$ cat src/tsg_pkg.sv
// Package: constants, command codes and config field layout for the tracking sequencer
// Function
// - Tracking slaves sequence down on listed causes.
// - Slaves ignore UV/UC during turn-off delay.
// - Always ignore UV/UC during rise and timeout.
// - All tracking channels go off together; here slaves each wait out their own off delay.
// - Global bit picks power-good deassertion source.
// - Per-pin run polarity bit.
// - Fault log written only when enabled.
// - Input-on clears latched faults when enabled.
// - Share-inhibit holds timebase low, turns off.
// - PEC optional unless enable bit set.
// - Long timeout multiplies bus timeout by eight.
// - Aux fault weak pull-up unless disabled.
// - Top four config bits read zero.
// - Config word reachable from any page.
// - Codes 0x15 save, 0x16 reload.
// - Codes 0xbd, 0xbe, 0xbf nonvolatile access.
// - Reload from nonvolatile store after reset.
// - Busy flagged during save or reload.
// - Save copies every stored command value.
// - Monitoring suspended during reload.
// - Busy: status readable, other commands refused.
package tsg_pkg;
    // ----------------------------------------
    // Sizes
    // ----------------------------------------
    localparam int NUM_CH = 4;
    localparam int CFG_W = 16;
    localparam int NVM_WORDS = 16;
    localparam int NVM_AW = 4;
    // ----------------------------------------
    // Command codes
    // ----------------------------------------
    localparam logic [7:0] CMD_SAVE_ALL = 8'h15;
    localparam logic [7:0] CMD_RELOAD_ALL = 8'h16;
    localparam logic [7:0] CMD_NVM_UNLOCK = 8'hbd;
    localparam logic [7:0] CMD_NVM_ERASE = 8'hbe;
    localparam logic [7:0] CMD_NVM_DATA = 8'hbf;
    localparam logic [7:0] CMD_GLOBAL_CFG = 8'hd1; // Code picked locally
    localparam logic [7:0] CMD_COMMON_STAT = 8'hef; // Code picked locally
    // ----------------------------------------
    // Global config fields
    // ----------------------------------------
    localparam int CFG_PGOOD_SEL = 11;
    localparam int CFG_POL3 = 9;
    localparam int CFG_POL2 = 8;
    localparam int CFG_FLOG_EN = 7;
    localparam int CFG_VINON_CLR = 6;
    localparam int CFG_POL1 = 5;
    localparam int CFG_POL0 = 4;
    localparam int CFG_SHARE_INH = 3;
    localparam int CFG_PEC_EN = 2;
    localparam int CFG_LONG_TO = 1;
    localparam int CFG_AUX_WPU_DIS = 0;
    localparam logic [CFG_W-1:0] CFG_WR_MASK = 16'h0fff;
    localparam logic [CFG_W-1:0] CFG_RESET = 16'h0000;
    localparam logic [7:0] STAT_BUSYN_BIT = 8'h40;
    // ----------------------------------------
    // Timing
    // ----------------------------------------
    localparam int CLK_MHZ = 100;
    localparam int BUS_TO_US = 25;
    localparam int BUS_TO_CYC = BUS_TO_US * CLK_MHZ;
    localparam int LONG_TO_MUL = 8;
    localparam int NVM_STEP_CYC = 4;
    // ----------------------------------------
    // Channel and save/reload sequencing states
    // ----------------------------------------
    typedef enum logic [4:0] {
        CH_OFF = 5'b00001,
        CH_ON_DLY = 5'b00010,
        CH_RISE = 5'b00100,
        CH_ON = 5'b01000,
        CH_OFF_DLY = 5'b10000
    } tsg_ch_e;
    typedef enum logic [2:0] {
        NV_IDLE = 3'b001,
        NV_SAVE = 3'b010,
        NV_LOAD = 3'b100
    } tsg_nv_e;
endpackage

$ cat src/tsg_channel.sv
// One output channel: sequencing, tracking shutdown, UV/UC blanking
`timescale 1ns/1ns
module tsg_channel (
    // Clock and reset
    input wire logic ref_clk,
    input wire logic resetn,
    // Control
    input wire logic run_req,
    input wire logic group_down,
    input wire logic hard_down,
    input wire logic track_slave,
    input wire logic [15:0] on_dly,
    input wire logic [15:0] rise_t,
    input wire logic [15:0] off_dly,
    input wire logic monitor_en,
    // Supervisor inputs
    input wire logic uv_raw,
    input wire logic uc_raw,
    // Outputs
    output logic converter_enable_output,
    output logic uv_det,
    output logic uc_det,
    output logic ramping
);
    import tsg_pkg::*;
    tsg_ch_e st_ff, nxt_st; // Channel state
    logic [15:0] cnt_ff, nxt_cnt; // Delay counter
    logic blank; // UV/UC masked
    // Next state
    always_comb begin
        nxt_st = st_ff;
        nxt_cnt = cnt_ff;
        case (st_ff)
            CH_OFF: begin
                if (run_req && !group_down && !hard_down) begin
                    nxt_st = CH_ON_DLY;
                    nxt_cnt = on_dly;
                end
            end
            CH_ON_DLY, CH_RISE, CH_ON: begin
                // On group down, slaves sequence down via their off delay, others stop at once
                if (hard_down || (group_down && !track_slave)) begin
                    nxt_st = CH_OFF;
                end else if (group_down || !run_req) begin
                    nxt_st = CH_OFF_DLY;
                    nxt_cnt = off_dly;
                end else if (st_ff == CH_ON_DLY) begin
                    if (cnt_ff == 16'h0000) begin
                        nxt_st = CH_RISE;
                        nxt_cnt = rise_t;
                    end else begin
                        nxt_cnt = cnt_ff - 16'h0001;
                    end
                end else if (st_ff == CH_RISE) begin
                    if (cnt_ff == 16'h0000) begin
                        nxt_st = CH_ON;
                    end else begin
                        nxt_cnt = cnt_ff - 16'h0001;
                    end
                end
            end
            CH_OFF_DLY: begin
                if (hard_down || cnt_ff == 16'h0000) begin
                    nxt_st = CH_OFF;
                end else begin
                    nxt_cnt = cnt_ff - 16'h0001;
                end
            end
            default: nxt_st = CH_OFF;
        endcase
    end
    // State registers
    always_ff @(posedge ref_clk or negedge resetn) begin
        if (!resetn) begin
            st_ff <= CH_OFF;
            cnt_ff <= 16'h0000;
        end else begin
            st_ff <= nxt_st;
            cnt_ff <= nxt_cnt;
        end
    end
    // Blanking: rise window always, off delay only for slaves
    always_comb begin
        blank = (st_ff == CH_RISE) || (st_ff == CH_ON_DLY) || (st_ff == CH_OFF)
              || (track_slave && st_ff == CH_OFF_DLY);
    end
    // Detections also stopped while monitoring suspended
    assign uv_det = uv_raw && !blank && monitor_en;
    assign uc_det = uc_raw && !blank && monitor_en;
    assign converter_enable_output = (st_ff != CH_OFF);
    assign ramping = (st_ff == CH_RISE);
endmodule // tsg_channel

$ cat src/tsg_nvm_seq.sv
// Save and reload sequencer between operating memory and nonvolatile store
`timescale 1ns/1ns
module tsg_nvm_seq #(
    parameter int WORDS = 16
) (
    // Clock and reset
    input wire logic ref_clk,
    input wire logic resetn,
    // Requests
    input wire logic save_req,
    input wire logic load_req,
    // Word index, write strobes and busy out
    output logic [3:0] word_idx,
    output logic save_we,
    output logic load_we,
    output logic busy
);
    import tsg_pkg::*;
    tsg_nv_e st_ff, nxt_st; // Sequencer state
    logic [3:0] idx_ff, nxt_idx; // Word pointer
    logic boot_ff, nxt_boot; // Reload after reset pending
    // Next state
    always_comb begin
        nxt_st = st_ff;
        nxt_idx = idx_ff;
        nxt_boot = 1'b0;
        case (st_ff)
            NV_IDLE: begin
                nxt_idx = 4'h0;
                if (boot_ff || load_req) begin
                    nxt_st = NV_LOAD;
                end else if (save_req) begin
                    nxt_st = NV_SAVE;
                end
            end
            NV_SAVE, NV_LOAD: begin
                // One word per cycle, every stored location walked
                if (idx_ff == 4'(WORDS - 1)) begin
                    nxt_st = NV_IDLE;
                end else begin
                    nxt_idx = idx_ff + 4'h1;
                end
            end
            default: nxt_st = NV_IDLE;
        endcase
    end
    // Registers; boot flag forces a reload on leaving reset
    always_ff @(posedge ref_clk or negedge resetn) begin
        if (!resetn) begin
            st_ff <= NV_IDLE;
            idx_ff <= 4'h0;
            boot_ff <= 1'b1;
        end else begin
            st_ff <= nxt_st;
            idx_ff <= nxt_idx;
            boot_ff <= nxt_boot;
        end
    end
    assign word_idx = idx_ff;
    assign save_we = (st_ff == NV_SAVE);
    assign load_we = (st_ff == NV_LOAD);
    assign busy = (st_ff != NV_IDLE) || boot_ff;
endmodule // tsg_nvm_seq

$ cat src/tsg_top.sv
// Top: command decode, global config, tracking group and save/reload
`timescale 1ns/1ns
module tsg_top #(
    parameter int NUM_CH = tsg_pkg::NUM_CH
) (
    // Clock and reset
    input wire logic ref_clk,
    input wire logic resetn,
    // Command port from bus engine
    input wire logic cmd_valid,
    input wire logic [7:0] cmd_code,
    input wire logic cmd_write,
    input wire logic [15:0] cmd_wdata,
    input wire logic cmd_pec_present,
    input wire logic cmd_pec_ok,
    input wire logic [1:0] cmd_page,
    output logic cmd_ack,
    output logic cmd_nack,
    output logic [15:0] cmd_rdata,
    // Pins and supervision
    input wire logic [3:0] run_control_pin,
    input wire logic [3:0] uv_raw,
    input wire logic [3:0] uc_raw,
    input wire logic [3:0] fault_in,
    input wire logic vin_above_on,
    input wire logic vin_below_off,
    input wire logic share_clk_in,
    output logic share_clk_oe,
    output logic [3:0] converter_enable_output,
    output logic [3:0] uv_det,
    output logic [3:0] uc_det,
    // Global side outputs
    output logic pgood_deassert_source_sel,
    output logic fault_log_req,
    output logic clear_faults,
    output logic pec_required,
    output logic [15:0] bus_timeout_cyc,
    output logic aux_fault_pu_oe,
    output logic busy
);
    import tsg_pkg::*;
    // ----------------------------------------
    // Configuration storage
    // ----------------------------------------
    logic [CFG_W-1:0] global_config_word_ff, nxt_cfg; // Operating copy
    logic [CFG_W-1:0] nvm_mem [NVM_WORDS]; // Nonvolatile image
    logic [CFG_W-1:0] op_mem_ff [NVM_WORDS]; // Operating words
    logic [CFG_W-1:0] nxt_op [NVM_WORDS];
    logic [7:0] unlock_ff, nxt_unlock; // Unlock key
    logic [7:0] erase_ff, nxt_erase; // Erase key
    logic [15:0] data_ff, nxt_data; // Bulk data
    logic [15:0] rdata_ff, nxt_rdata; // Read data
    logic ack_ff, nxt_ack, nack_ff, nxt_nack;
    logic aux_forced_ff, nxt_aux_forced; // Fault has forced aux low
    logic vin_on_d_ff; // Edge detect on input-on
    logic [3:0] word_idx;
    logic save_we, load_we;
    logic save_req, load_req, accept;
    logic [3:0] run_act;
    logic any_fault, group_down, share_low;
    // PEC gate: required only when enabled
    function automatic logic pec_pass(input logic req, input logic pres, input logic ok);
        pec_pass = req ? (pres && ok) : (!pres || ok);
    endfunction
    // ----------------------------------------
    // Command acceptance
    // ----------------------------------------
    // Busy refuses all but status; page ignored for global word
    assign accept = cmd_valid && (!busy || cmd_code == CMD_COMMON_STAT)
                  && pec_pass(pec_required, cmd_pec_present, cmd_pec_ok);
    assign save_req = accept && !cmd_write && cmd_code == CMD_SAVE_ALL;
    assign load_req = accept && !cmd_write && cmd_code == CMD_RELOAD_ALL;
    // Save/reload sequencer
    tsg_nvm_seq #(.WORDS(NVM_WORDS)) u_nvm (
        .ref_clk(ref_clk),
        .resetn(resetn),
        .save_req(save_req),
        .load_req(load_req),
        .word_idx(word_idx),
        .save_we(save_we),
        .load_we(load_we),
        .busy(busy)
    );
    // Register next values
    always_comb begin
        nxt_cfg = global_config_word_ff;
        nxt_unlock = unlock_ff;
        nxt_erase = erase_ff;
        nxt_data = data_ff;
        nxt_rdata = rdata_ff;
        nxt_ack = 1'b0;
        nxt_nack = cmd_valid && !accept;
        for (int i = 0; i < NVM_WORDS; i++) begin
            nxt_op[i] = op_mem_ff[i];
        end
        nxt_op[0] = global_config_word_ff;
        if (load_we) begin
            nxt_op[word_idx] = nvm_mem[word_idx];
            if (word_idx == 4'h0) begin
                nxt_cfg = nvm_mem[0] & CFG_WR_MASK;
            end
        end
        if (accept) begin
            nxt_ack = 1'b1;
            case (cmd_code)
                CMD_GLOBAL_CFG: begin
                    // Top bits never stored, always read zero
                    if (cmd_write) nxt_cfg = cmd_wdata & CFG_WR_MASK;
                    nxt_rdata = global_config_word_ff & CFG_WR_MASK;
                end
                CMD_NVM_UNLOCK: begin
                    if (cmd_write) nxt_unlock = cmd_wdata[7:0];
                    nxt_rdata = {8'h00, unlock_ff};
                end
                CMD_NVM_ERASE: begin
                    if (cmd_write) nxt_erase = cmd_wdata[7:0];
                    nxt_rdata = {8'h00, erase_ff};
                end
                CMD_NVM_DATA: begin
                    if (cmd_write) nxt_data = cmd_wdata;
                    nxt_rdata = data_ff;
                end
                CMD_COMMON_STAT: begin
                    // Busy flag is active low
                    nxt_rdata = {8'h00, busy ? 8'h00 : STAT_BUSYN_BIT};
                end
                CMD_SAVE_ALL, CMD_RELOAD_ALL: nxt_rdata = rdata_ff;
                default: begin
                    nxt_ack = 1'b0;
                    nxt_nack = 1'b1;
                end
            endcase
        end
    end
    // Config and reply registers
    always_ff @(posedge ref_clk or negedge resetn) begin
        if (!resetn) begin
            global_config_word_ff <= CFG_RESET;
            unlock_ff <= 8'h00;
            erase_ff <= 8'h00;
            data_ff <= 16'h0000;
            rdata_ff <= 16'h0000;
            ack_ff <= 1'b0;
            nack_ff <= 1'b0;
            vin_on_d_ff <= 1'b1; // No false rise after reset
            aux_forced_ff <= 1'b0;
            for (int i = 0; i < NVM_WORDS; i++) begin
                op_mem_ff[i] <= 16'h0000;
                nvm_mem[i] <= 16'h0000; // Blank store: no retention over power loss
            end
        end else begin
            global_config_word_ff <= nxt_cfg;
            unlock_ff <= nxt_unlock;
            erase_ff <= nxt_erase;
            data_ff <= nxt_data;
            rdata_ff <= nxt_rdata;
            ack_ff <= nxt_ack;
            nack_ff <= nxt_nack;
            vin_on_d_ff <= vin_above_on;
            aux_forced_ff <= nxt_aux_forced;
            for (int i = 0; i < NVM_WORDS; i++) begin
                op_mem_ff[i] <= nxt_op[i];
            end
            if (save_we) nvm_mem[word_idx] <= op_mem_ff[word_idx];
        end
    end
    assign cmd_ack = ack_ff;
    assign cmd_nack = nack_ff;
    assign cmd_rdata = rdata_ff;
    // ----------------------------------------
    // Global outputs
    // ----------------------------------------
    assign pgood_deassert_source_sel = global_config_word_ff[CFG_PGOOD_SEL];
    assign pec_required = global_config_word_ff[CFG_PEC_EN];
    // Long timeout stretches the count eightfold
    assign bus_timeout_cyc = global_config_word_ff[CFG_LONG_TO]
                           ? 16'(BUS_TO_CYC * LONG_TO_MUL) : 16'(BUS_TO_CYC);
    assign any_fault = |(fault_in | uv_det | uc_det);
    assign fault_log_req = any_fault && global_config_word_ff[CFG_FLOG_EN];
    // Input rising past its on level clears latched faults
    assign clear_faults = vin_above_on && !vin_on_d_ff
                        && global_config_word_ff[CFG_VINON_CLR];
    // Aux pull-up until a fault forces it off
    assign nxt_aux_forced = aux_forced_ff || any_fault;
    assign aux_fault_pu_oe = !aux_forced_ff && !global_config_word_ff[CFG_AUX_WPU_DIS];
    // ----------------------------------------
    // Tracking group
    // ----------------------------------------
    // Share line inhibit during low input
    assign share_clk_oe = global_config_word_ff[CFG_SHARE_INH]
                        && (!vin_above_on || vin_below_off);
    assign share_low = !share_clk_in && global_config_word_ff[CFG_SHARE_INH];
    // Any down cause takes the whole group down; slaves go off after their off delay
    assign group_down = any_fault || vin_below_off || share_low || load_req || load_we;
    // Run polarity per pin
    assign run_act[0] = run_control_pin[0] ~^ global_config_word_ff[CFG_POL0];
    assign run_act[1] = run_control_pin[1] ~^ global_config_word_ff[CFG_POL1];
    assign run_act[2] = run_control_pin[2] ~^ global_config_word_ff[CFG_POL2];
    assign run_act[3] = run_control_pin[3] ~^ global_config_word_ff[CFG_POL3];
    // Channel timings come from operating words 1..12; slave bits word 13
    genvar g;
    generate
        for (g = 0; g < NUM_CH; g++) begin : g_ch
            tsg_channel u_ch (
                .ref_clk(ref_clk),
                .resetn(resetn),
                .run_req(run_act[g]),
                .group_down(group_down),
                .hard_down(1'b0),
                .track_slave(op_mem_ff[13][g]),
                .on_dly(op_mem_ff[1 + 3 * g]),
                .rise_t(op_mem_ff[2 + 3 * g]),
                .off_dly(op_mem_ff[3 + 3 * g]),
                .monitor_en(!load_we),
                .uv_raw(uv_raw[g]),
                .uc_raw(uc_raw[g]),
                .converter_enable_output(converter_enable_output[g]),
                .uv_det(uv_det[g]),
                .uc_det(uc_det[g]),
                .ramping()
            );
        end
    endgenerate
endmodule // tsg_top

$ cat config.mk
export PLATFORM = sky130hd
export DESIGN_NAME = tsg_top
export DESIGN_NICKNAME = d
export VERILOG_FILES = /design/src/tsg_pkg.sv /design/src/tsg_channel.sv /design/src/tsg_nvm_seq.sv /design/src/tsg_top.sv
export SDC_FILE = /design/constraint.sdc
export NUM_CORES = 2
export LEC_CHECK = 0
export BUFFER_PORTS_ARGS = -buffer_cell sky130_fd_sc_hd__buf_2
export CAP_MARGIN = 15
export CORE_MARGIN = 5
export CORE_UTILIZATION = 55
export CTS_CLUSTER_DIAMETER = 150
export DETAILED_ROUTE_END_ITERATION = 8
export PLACE_DENSITY = 0.72
export SYNTH_ARGS = -nofsm -noshare
export SYNTH_HDL_FRONTEND = slang
export SYNTH_SLANG_ARGS = --single-unit
export TNS_END_PERCENT = 10
$ cat constraint.sdc
create_clock -name ref_clk -period 9.9 [get_ports ref_clk]
set_clock_uncertainty 0.2 [all_clocks]
set_input_delay 1.98 -clock ref_clk [delete_from_list [all_inputs] [get_ports ref_clk]]
set_output_delay 1.98 -clock ref_clk [all_outputs]
set_load 0.05 [all_outputs]
# After elaboration in Yosys (flattened, before gate mapping)
# Cells that the tools add are included.
[word_totals]
register_bits = 672
output_inout_bits = 53
[op_classes]
n_addsub = 5
magnitude_cmp = 2
n_eq_ne = 67
n_mux = 98
bitwise = 7
reduce_logical = 123
[ops]
columns = ["operator", "n"]
rows = [
  ["$mux 16", 38],
  ["$bwmux 256", 2],
  ["$mux 256", 1],
  ["$pmux 16 s3", 4],
  ["$mux 5", 32],
  ["$bmux 16 s4", 2],
  ["$pmux 16 s5", 1],
  ["$demux 16 s4", 1],
  ["$logic_not 16->1", 4],
  ["$sub 16x1->16 const B", 4],
  ["$pmux 5 s3", 4],
  ["$logic_and 1x1->1", 42],
  ["$eq 8x8->1 const B", 5],
  ["$ne 5x1->1 const B", 8],
  ["$logic_or 1x1->1", 26],
  ["$logic_not 1->1", 23],
  ["$eq 5x1->1 const B", 4],
  ["$eq 5x2->1 const B", 4],
  ["$eq 5x3->1 const B", 4],
  ["$eq 5x4->1 const B", 4],
  ["$eq 5x5->1 const B", 4],
  ["$ne 5x3->1 const B", 4],
  ["$ne 5x5->1 const B", 4],
  ["$reduce_and 5->1", 4],
  ["34 further kinds", 73],
]

# Logic depth before layout (Yosys ltp)
[depth]
word_depth = 18
depth_mapped = 13

# Modules after synthesis
# From an unflattened synthesis, not the netlist that was laid out.
[hier_totals]
cells_unflattened = 2781
hier_area_um2 = 33238.1
[modules_own_cells]
columns = ["module", "n_inst", "cells_each", "area_each_um2", "seq_area_each_um2"]
rows = [
  ["tsg_top", 1, 1739, 24918.9, 14214.9],
  ["tsg_channel at g_ch[0].u_ch ...", 3, 248, 1953.1, 526.8],
  ["tsg_channel at g_ch[3].u_ch", 1, 259, 2014.4, 526.8],
  ["tsg_nvm_seq", 1, 39, 445.4, 202.7],
]

# Worst setup path before layout
# OpenSTA, ideal clock, no wires.
[synth_path]
kind = "input-to-output"
from = "in uv_raw[3]"
to = "out fault_log_req"
arrival_ns = 3.729
t_required_ns = 7.720
slack_ns = 3.991
stages = 4
path_buffers = 1
cell_sequence = "o21ai_0 o22a_1 buf_4 a21boi_0"
[synth_via]
elab_chain_cells = 6
[synth_rtl]
columns = ["element", "line_no", "source"]
rows = [
  ["from (decl)", "tsg_top.sv:22", "input wire logic [3:0] uv_raw,"],
  ["$logic_and 1x1->1 (2 in series)", "tsg_channel.sv:88", "assign uv_det = uv_raw && !blank && monitor_en;"],
  ["$or 4x4->4 (2 in series)", "tsg_top.sv:178", "assign any_fault = |(fault_in | uv_det | uc_det);"],
  ["$reduce_or 4->1", "tsg_top.sv:178", ""],
  ["$logic_and 1x1->1", "tsg_top.sv:179", "assign fault_log_req = any_fault && global_config_word_ff[CFG_FLOG_EN];"],
  ["to (decl)", "tsg_top.sv:34", "output logic fault_log_req,"],
]
# Every way passes these cells.

# Final worst setup path
# Same ends and word-level chain as after synthesis.

==> flow_metrics.env <==
export IMPL_status="finished, final reports clean"
export IMPL_combPwrFrac_pct=26.3
export IMPL_row_count=90
export IMPL_postCtsSetupRepairBufs=0
export IMPL_cts_root_buf="clkbuf_16"
export IMPL_cts_tree="yes"
export IMPL_antenna_found_initial=5
export IMPL_power_share_sequential_pct=39.5
export IMPL_path_max_fanout=13
export IMPL_synth_commonest_cells="dfrtp_1, mux2_2, nand2_1"
export IMPL_preCtsSetupSlack_ps=3820
export IMPL_post_route_drc_count=0
export IMPL_whs_ps=278
export IMPL_first_iter_violations=2173
export IMPL_dp_cells=3342
export IMPL_nNetsFinal=2695
export IMPL_hold_buffers=0
export IMPL_initial_core_util_pct=55.7
export IMPL_cts_buffer_depth=3
export IMPL_hold_path_class="reg -> reg"
export IMPL_ys_ff_latch=672
export IMPL_worstMarginPinSlew_ps=1240
export IMPL_p_per_area_nw_per_um2=225
export IMPL_ctsResizeCount=0
export IMPL_io_pins=104
export IMPL_htreeDepth=3
export IMPL_yosys_most_used_dff="dfrtp_1"
export IMPL_ys_warn_count=0
export IMPL_synth_edff_count=0
export IMPL_p_leak_uw=0.0172
export IMPL_dieWidth_um=258
export IMPL_grt_overflow=0
export IMPL_power_switching_uw=2920
export IMPL_pwr_share_clk_pct=34.3
export IMPL_drive_above_1_share_pct=36.3
export IMPL_ir_drop_uv=146
export IMPL_ant_nets=0
export IMPL_setup_slack_ps=3850
export IMPL_path_class="in -> out"
export IMPL_cts_buffers=74
export IMPL_synthArstFlopShare_pct=100
export IMPL_wl_per_cell_um=27.4
export IMPL_endpoint_kind="primary output"
export IMPL_cp_start_kind="input pin"
export IMPL_rsz0062_at_grt="no"
export IMPL_cp_required_ps=7720
export IMPL_portBuffers=93
export IMPL_die_y_um=258
export IMPL_place_gp_congestion=0.934
export IMPL_total_power_uw=8340
export IMPL_post_route_period_util_pct=61.1
export IMPL_layoutNonFillerInstCount=3478
export IMPL_synth_top_cell_area_share_pct=49.3
export IMPL_first_pass_iters=8
export IMPL_grt_total_usage_pct=28.4
export IMPL_clk_latency_ps=630
export IMPL_yosysSeqAreaShare_pct=49.9
export IMPL_synthesis_area_um2=33700
export IMPL_synth_cell_type_count=91
export IMPL_clkTransAtPathRegs_ps=60
export IMPL_vias_per_cell=6.71
export IMPL_grt_pass1_wl_mm=146
export IMPL_setup_violations_final=0
export IMPL_relSlewSlack_pct=17.1
export IMPL_yosysMostFrequentCell="dfrtp_1"
export IMPL_cap_violations=0
export IMPL_post_dp_hpwl_mm=62.4
export IMPL_dieArea_um2=66400
export IMPL_critPathArrivalTime_ps=3870
export IMPL_grt_start_max_net_pins=172
export IMPL_swShare_pct=35.1
export IMPL_fmax_ghz=0.165
export IMPL_cts_sinks=672
export IMPL_p_int_uw=5420
export IMPL_netlist_top_cells_area="dfrtp_1, mux2_2, mux4_2"
export IMPL_area_growth_pct=9.88
export IMPL_vias=23325
export IMPL_grt_pass1_vias=23703
export IMPL_coreArea_um2=60600
export IMPL_syn_inst=2646
export IMPL_yosys_area_top_type="dfrtp_1"
export IMPL_routed_wl_mm=95.2
export IMPL_drv_slew=0
export IMPL_final_setup_tns_ps=0
export IMPL_syn_avg_cell_area_um2=12.8
export IMPL_finalHoldViolations=0
export IMPL_fin_crit_ps=6050
flip-flops by register name, summed over array words and instances (netlist names):
signal / cells
vin_on_d_ff: 1
aux_forced_ff: 1
u_nvm.boot_ff: 1
cmd_nack: 1
u_nvm.st_ff: 3
cmd_rdata: 16
data_ff: 16
g_ch.u_ch.cnt_ff: 64
erase_ff: 8
nvm_mem: 256
op_mem_ff: 256
g_ch.u_ch.st_ff: 20
global_config_word_ff: 16
u_nvm.word_idx: 4
unlock_ff: 8
cmd_ack: 1
per-stage QoR:
stage	utilization [%]	instance area, µm²
after detailed placement	57.0	34500
after global placement	57.0	34500
after global routing	61.2	37100
final	61.2	37100
after CTS	61.2	37100
after floorplan	-	33800
routing by layer:
layer / part of all wire (%) / GRT usage, %
met1: 40 / 38.9
met2: 48 / 44.6
met3: 8.2 / 6.56
met4: 4.0 / 11.3
met5: 0.028 / 0
layout make-up:
class,count,area (µm²)
Antenna cell,2,5.00
Clock inverter,28,423
Sequential cell,672,16800
Tap cell,782,978
Inverter,33,124
Clock buffer,106,2110
Fill cell,4573,23500
Multi-Input combinational cell,1740,15900
Timing Repair Buffer,115,682
worst paths after layout:
kind                                start  cells after the start  slack [ps]                 endpoint
max reg2reg                u_nvm.st_ff[2]                      8        5130  g_ch[1].u_ch.cnt_ff[11]
max in group asynchronous          resetn                      2        6710   g_ch[0].u_ch.cnt_ff[8]
max                             uv_raw[3]                      5        3850            fault_log_req
min reg2reg                  cmd_rdata[4]                      2         280             cmd_rdata[4]
min                          cmd_rdata[4]                      2         280             cmd_rdata[4]
min in group asynchronous          resetn                      1        1220               data_ff[6]
logic make-up (layout without fill, tap and decap cells):
family	after synthesis	count (layout)	synth area share, %
DFF	672	672	49.9
buffers and inverters	241	282	3.20
muxes	714	714	29.1
other	2	11	0.0223
and+or+nand+nor	533	533	7.87
AOI/OAI and AO/OA	456	456	9.12
xor gates and xnor gates	20	20	0.519
adders and majority gates	8	8	0.297
cells in the final DEF, fill, tap and decap left out, drive strengths merged, types with 20 or more instances in the layout:
cell / n
mux4: 160
inv: 35
nor3: 52
nor2: 135
a21oi: 77
or3: 20
o21ai: 126
nand3: 32
dfrtp: 665
buf: 115
o31ai: 21
a31oi: 32
nor4: 22
a22oi: 36
nand2: 171
clkbuf: 106
mux2: 540
a22o: 35
power by group through the flow:
| stage | registers, µW | clock network (µW) | logic [µW] |
|---|---|---|---|
| 5_1_grt | 3320 | 3010 | 2340 |
| 3_3_place_gp | 3310 | 0 | 2110 |
| 2_1_floorplan | 3190 | 0 | 1560 |
| 6_report | 3290 | 2860 | 2190 |
| 3_5_place_dp | 3330 | 0 | 2160 |
| 4_1_cts | 3280 | 2890 | 2170 |
critical path, stage by stage:
cell and delay [ps]:
buf_2 100, o21ai_0 540, o22a_1 680, a21boi_0 280
buf_2 280
Power figures use the tool's default switching activity.
